$ cat config.mk
export PLATFORM = sky130hd
export DESIGN_NAME = vrc_top
export DESIGN_NICKNAME = d
export VERILOG_FILES = /design/src/shared/vrc_pkg.sv /design/src/rtl/vrc_top.sv
export VERILOG_INCLUDE_DIRS = /design/src /design/src/shared
export SDC_FILE = /design/constraint.sdc
export NUM_CORES = 1
export LEC_CHECK = 0
export CAP_MARGIN = 5
export CORE_UTILIZATION = 24
export DETAILED_ROUTE_END_ITERATION = 8
export DONT_BUFFER_PORTS = 1
export GPL_TIMING_DRIVEN = 0
export PLACE_DENSITY = 0.46
export REMOVE_ABC_BUFFERS = 1
export SETUP_SLACK_MARGIN = 0.5
export SYNTH_ARGS = -nofsm -noshare
export SYNTH_HDL_FRONTEND = slang
export SYNTH_SLANG_ARGS = --single-unit
$ cat constraint.sdc
create_clock -name CLK_IN -period 3 [get_ports CLK_IN]
set_clock_uncertainty 0.2 [all_clocks]
set_input_delay 0.45 -clock CLK_IN [delete_from_list [all_inputs] [get_ports CLK_IN]]
set_output_delay 0.45 -clock CLK_IN [all_outputs]
set_load 0.01 [all_outputs]
$ cat src/shared/vrc_consts.svh
/*
 Constants for the voltage reference control register block: register
 offset, field positions, reset values and gain multiplier codes.
 Assumes it is included by bare name wherever these values are needed.
*/
`ifndef VRC_CONSTS_SVH
`define VRC_CONSTS_SVH

// ****************************************************************
// Register map
// ****************************************************************
`define VRC_CTRL_OFFSET 8'h00

// ****************************************************************
// Field positions in the control register
// ****************************************************************
`define VRC_BIT_ENABLE    7
`define VRC_BIT_READY     6
`define VRC_BIT_TEMP_EN   5
`define VRC_BIT_TEMP_RNG  4
`define VRC_BIT_UNUSED_HI 3
`define VRC_BIT_UNUSED_LO 2
`define VRC_BIT_GAIN_HI   1
`define VRC_BIT_GAIN_LO   0

// ****************************************************************
// Reset values
// ****************************************************************
`define VRC_RST_ENABLE   1'h0
`define VRC_RST_TEMP_EN  1'h0
`define VRC_RST_TEMP_RNG 1'h0
`define VRC_RST_GAIN     2'h0
`define VRC_RST_RDATA    8'h00
`define VRC_UNUSED_READ  2'h0

// ****************************************************************
// Gain multiplier one-hot codes
// ****************************************************************
`define VRC_MULT_OFF 3'h0
`define VRC_MULT_X1  3'h1
`define VRC_MULT_X2  3'h2
`define VRC_MULT_X4  3'h4

`endif

$ cat src/shared/vrc_pkg.sv
/*
 Types for the voltage reference control register block.
 Assumes the constants header is compiled alongside it.
*/
package vrc_pkg;

  // ****************************************************************
  // Gain selector codes
  // ****************************************************************
  typedef enum logic [1:0] {
    VRC_GAIN_OFF = 2'h0,
    VRC_GAIN_X1  = 2'h1,
    VRC_GAIN_X2  = 2'h2,
    VRC_GAIN_X4  = 2'h3
  } vrc_gain_t;

  // ****************************************************************
  // Software visible control fields
  // ****************************************************************
  typedef struct packed {
    logic      enable;
    logic      temp_en;
    logic      temp_rng;
    vrc_gain_t gain;
  } vrc_ctrl_t;

  // ****************************************************************
  // Whole state of the block
  // ****************************************************************
  typedef struct packed {
    vrc_ctrl_t  ctrl;
    logic       sync_a;
    logic       sync_b;
    logic       ready;
    logic       adc_ref_on;
    logic [2:0] mult;
    logic [7:0] rdata;
  } vrc_state_t;

endpackage

$ cat src/rtl/vrc_top.sv
/*
 Voltage reference control register: one 8-bit control and status
 register with reference enable, ready flag, temperature indicator
 controls and ADC reference gain selector.
 Assumes a single 10 MHz clock, a plain register port whose master
 never issues read and write together, and an analog ready level
 that may change at any time.
*/
`timescale 1ns/1ns
`include "vrc_consts.svh"

module vrc_top #(
  parameter int ADDR_W      = 8,
  parameter bit STD_VARIANT = 1'b0
) (
  input  wire logic              CLK_IN,
  input  wire logic              RST_N_IN,
  input  wire logic [ADDR_W-1:0] ADDR_IN,
  input  wire logic [7:0]        WDATA_IN,
  input  wire logic              WR_IN,
  input  wire logic              RD_IN,
  input  wire logic              REF_READY_IN,
  output logic      [7:0]        RDATA_OUT,
  output logic                   REF_ENABLE_OUT,
  output logic                   REF_READY_OUT,
  output logic                   TEMP_ENABLE_OUT,
  output logic                   TEMP_RANGE_OUT,
  output logic      [1:0]        ADC_GAIN_OUT,
  output logic                   ADC_REF_ON_OUT,
  output logic      [2:0]        ADC_GAIN_MULT_OUT
);

  // ****************************************************************
  // Elaboration checks
  // ****************************************************************

  // Offset must fit in the address port
  generate
    if (ADDR_W < 1 || ADDR_W > 8) begin : g_bad_addr_w
      $error("vrc_top: ADDR_W must lie between 1 and 8");
    end
  endgenerate

  // ****************************************************************
  // State
  // ****************************************************************

  vrc_pkg::vrc_state_t state;
  vrc_pkg::vrc_state_t next_state;

  localparam logic [ADDR_W-1:0] CTRL_ADDR = ADDR_W'(`VRC_CTRL_OFFSET);

  // Reset image, every field a constant
  localparam vrc_pkg::vrc_state_t RST_STATE = '{
    ctrl       : '{enable   : `VRC_RST_ENABLE,
                   temp_en  : `VRC_RST_TEMP_EN,
                   temp_rng : `VRC_RST_TEMP_RNG,
                   gain     : vrc_pkg::VRC_GAIN_OFF},
    sync_a     : 1'h0,
    sync_b     : 1'h0,
    ready      : STD_VARIANT,
    adc_ref_on : 1'h0,
    mult       : `VRC_MULT_OFF,
    rdata      : `VRC_RST_RDATA
  };

  // ****************************************************************
  // Decode
  // ****************************************************************

  logic ctrl_hit;
  logic ctrl_wr;
  logic ctrl_rd;

  // Address compare and qualified strobes
  always_comb begin
    ctrl_hit = (ADDR_IN == CTRL_ADDR);
    ctrl_wr  = WR_IN && ctrl_hit;
    ctrl_rd  = RD_IN && ctrl_hit;
  end

  // ****************************************************************
  // Next state
  // ****************************************************************

  // Gain code to one-hot multiplier
  function automatic logic [2:0] gain_to_mult(input vrc_pkg::vrc_gain_t g);
    logic [2:0] m;
    m = `VRC_MULT_OFF;
    case (g)
      vrc_pkg::VRC_GAIN_X1: m = `VRC_MULT_X1;
      vrc_pkg::VRC_GAIN_X2: m = `VRC_MULT_X2;
      vrc_pkg::VRC_GAIN_X4: m = `VRC_MULT_X4;
      default:              m = `VRC_MULT_OFF;
    endcase
    return m;
  endfunction

  // Register write, ready tracking and read data
  always_comb begin
    next_state = state;

    // Writable fields take the write data
    if (ctrl_wr) begin
      next_state.ctrl.enable   = WDATA_IN[`VRC_BIT_ENABLE];
      next_state.ctrl.temp_en  = WDATA_IN[`VRC_BIT_TEMP_EN];
      next_state.ctrl.temp_rng = WDATA_IN[`VRC_BIT_TEMP_RNG];
      next_state.ctrl.gain     = vrc_pkg::vrc_gain_t'(
        WDATA_IN[`VRC_BIT_GAIN_HI:`VRC_BIT_GAIN_LO]);
      // Bits 3:2 and the ready bit are dropped
    end

    // Two-stage synchroniser on the analog ready level
    next_state.sync_a = REF_READY_IN;
    next_state.sync_b = state.sync_a;

    // Ready flag: forced on variant, else gated by enable
    if (STD_VARIANT) begin
      next_state.ready = 1'h1;
    end else begin
      next_state.ready = next_state.ctrl.enable && state.sync_b;
    end

    // ADC reference path follows gain code
    next_state.adc_ref_on = (next_state.ctrl.gain != vrc_pkg::VRC_GAIN_OFF);
    next_state.mult       = gain_to_mult(next_state.ctrl.gain);

    // Read data stand one cycle after the read strobe
    next_state.rdata = 8'h00;
    if (ctrl_rd) begin
      next_state.rdata[`VRC_BIT_ENABLE]   = state.ctrl.enable;
      next_state.rdata[`VRC_BIT_READY]    = state.ready;
      next_state.rdata[`VRC_BIT_TEMP_EN]  = state.ctrl.temp_en;
      next_state.rdata[`VRC_BIT_TEMP_RNG] = state.ctrl.temp_rng;
      next_state.rdata[`VRC_BIT_UNUSED_HI:`VRC_BIT_UNUSED_LO] = `VRC_UNUSED_READ;
      next_state.rdata[`VRC_BIT_GAIN_HI:`VRC_BIT_GAIN_LO]     = state.ctrl.gain;
    end
  end

  // ****************************************************************
  // Registers
  // ****************************************************************

  // Whole state in one flop bank
  always_ff @(posedge CLK_IN or negedge RST_N_IN) begin
    if (!RST_N_IN) begin
      state <= RST_STATE;
    end else begin
      state <= next_state;
    end
  end

  // ****************************************************************
  // Outputs
  // ****************************************************************

  // Every output straight from a flop
  always_comb begin
    RDATA_OUT         = state.rdata;
    REF_ENABLE_OUT    = state.ctrl.enable;
    REF_READY_OUT     = state.ready;
    TEMP_ENABLE_OUT   = state.ctrl.temp_en;
    TEMP_RANGE_OUT    = state.ctrl.temp_rng;
    ADC_GAIN_OUT      = state.ctrl.gain;
    ADC_REF_ON_OUT    = state.adc_ref_on;
    ADC_GAIN_MULT_OUT = state.mult;
  end

  // ****************************************************************
  // Assertion helpers
  // ****************************************************************

  logic seen_write;

  // Marks the first control write since reset
  always_ff @(posedge CLK_IN or negedge RST_N_IN) begin
    if (!RST_N_IN) begin
      seen_write <= 1'h0;
    end else if (ctrl_wr) begin
      seen_write <= 1'h1;
    end
  end
endmodule // vrc_top

==> impl_metrics.ini <==
[routing]
ant_nets = 0
wirelength_mm = 1.252
vias = 387
post-route-drc-count = 0
wire_per_inst_um = 12.40
first_iter_violations = 29
viasPerCell = 3.832
drt_first_pass_iters = 2

[die]
die_w_um = 60.53
initial_core_util_pct = 26.07
dieArea_um2 = 3663
core-area_um2 = 3153
rows = 20
pin_count = 39
die_y_um = 60.53

[clocking]
ctsResizeCount = 0
max-clock-path-buffers = 2
clk_latency_ns = 0.28
clkTransAtPathRegs_ns = 0.10
htree_levels = 1
numCtsBuffers = 3
cts_root_buf = clkbuf_4
clock_sinks = 18
postCtsSetupBuffers = 0
cts_tree = yes

[synth]
avgSynthCellArea_um2 = 12.84
synth_top_area_share_pct = 54.79
yosys.cell_types.count = 14
ys_seq_area_share_pct = 54.79
synth_warnings = 0
syn-cell-area_um2 = 822.0
synthTopCellsByArea = dfrtp_1 55%, buf_4 12%, mux2_4 9.1%
yosys_register_bits = 18
yosysTopAreaCell = dfrtp_1
synthCells = 64

[critical_path]
endpoint_kind = flip-flop
rrSetupSlack_ns = 1.90
cp-start-kind = input port
required_ns = 2.98
crit_path_max_fanout = 5
crit_type = in -> reg
cp.arrival_ns = 1.56

[finish]
mostFrequentLayoutCells = 18 x dfrtp_1, 6 x and2_1, 5 x mux2_4, 5 x mux2i_1
drive_above_1_share_pct = 22.81
final_area_um2 = 828.3
final_core_util_pct = 26.27
antenna-diode-count = 0
fillers = 355
final_common_cell = dfrtp_1
layout.nets = 79
multiInputGateArea_um2 = 266.5
area_delta_synth_final_pct = 0.7610
regArea_um2 = 450.4
fin_cells = 101

[global_route]
grt_overflow_total = 0
grt_usage_pct = 7.607
grt_pass1_wl_mm = 1.932
antenna_found_initial = 0
grt_max_degree = 19
grt_pass1_vias = 389

[pwr]
power_leakage_nw = 0.4053
peakVddDrop_v = 0.0001212
p_per_area_nw_per_um2 = 511.6

[place]
routabilityCongestion = 0.6482
dp_hpwl_um = 964.4
place_inst = 95
placed_cell_area_um2 = 772.0
port_buffers = 0
post-place-ws_ns = 1.094

[sta]
setup_tns_ns = 0
period_needed_ns = 1.586
fmax_mhz = 630.4
worst_slew_margin_rel_pct = 47.10
rsz0062_at_grt = false
maxSlewViolCount = 0
setup_violations = 0
worst_pin_slew_ns = 0.7909
layout_setup_ws_ns = 1.414
finalCritPeriodShare_pct = 52.87
hold_viol_final = 0

[outcome]
status = finished, final reports clean

[job]
drv_cap = 0

[hold_path]
hold_class = in -> reg
[layout make-up]
class | instances | area share [%]
Clock buffer | 4 | 4.381
Multi-Input combinational cell | 33 | 32.18
Sequential cell | 18 | 54.38
Tap cell | 44 | 6.647
Timing Repair Buffer | 2 | 2.417
[metrics by stage]
| step | power [mW] | hold slack [ns] |
|---|---|---|
| after floorplan | 0.2742 | -0.04559 |
| after global placement | 0.2768 | -0.04523 |
| after detailed placement | 0.2776 | -0.04521 |
| after CTS | 0.4356 | 0.08222 |
| after global routing | 0.4499 | 0.07357 |
| final | 0.4237 | 0.09805 |
[worst max-delay path, stage by stage]
cell and delay [ns]:
nor4_2 0.33, and3_1 0.44, mux2_4 0.33
[Yosys cell counts]
library cell / number
conb_1: 1
buf_6: 1
and2_1: 6
nand2_1: 4
mux2i_1: 5
mux2_4: 5
nor4_2: 2
buf_4: 13
dfrtp_1: 18
nor2_1: 2
nand3_2: 1
and3_2: 1
and3_1: 1
nand2b_1: 4
[where the power goes]
| group | switching, mW | total, mW | internal (mW) |
|---|---|---|---|
| clock | 0.0714 | 0.145 | 0.0738 |
| sequential | 0.00916 | 0.259 | 0.250 |
| combinational | 0.00933 | 0.0195 | 0.0101 |
[sequential cells by signal (all words and copies together) (netlist names)]
name and cells:
ADC_REF_ON_OUT 1, ADC_GAIN_OUT 2, REF_READY_OUT 1, REF_ENABLE_OUT 1, next_state 1, TEMP_ENABLE_OUT 1, RDATA_OUT 6, ADC_GAIN_MULT_OUT 3
state 1, TEMP_RANGE_OUT 1
[repair_timing]
action | CTS | global route
endpoints found under the hold margin | 19 | 0
hold buffers | 2 | 0
setup endpoints to repair | 0 | 0
[cells by family (layout without fill, tap and decap cells)]
| group | count (synthesis) | after routing | share of synthesized area [%] |
|---|---|---|---|
| muxes | 10 | 10 | 15.22 |
| and+or+nand+nor | 21 | 21 | 16.29 |
| buffers and inverters | 14 | 6 | 13.24 |
| other | 1 | 2 | 0.4562 |
| DFF | 18 | 18 | 54.79 |
[final timing paths]
kind,from,to,cells past startpoint
max in group asynchronous,RST_N_IN,state[13],1
setup / recovery,ADDR_IN[1],TEMP_ENABLE_OUT,3
hold reg to reg,next_state[13],state[13],0
setup reg to reg,ADC_GAIN_OUT[0],ADC_GAIN_OUT[0],1
hold / removal,WDATA_IN[0],ADC_GAIN_MULT_OUT[2],2
min in group asynchronous,RST_N_IN,RDATA_OUT[7],1
[routing by layer]
metal	global-route usage (%)	wire length, um	vias up
met5	0	0	-
met4	6.818	26	0
met2	10.20	562	26
met3	1.706	116	2
met1	10.08	546	178
li1	-	-	181
No activity file was read; power rests on OpenSTA's default activity.
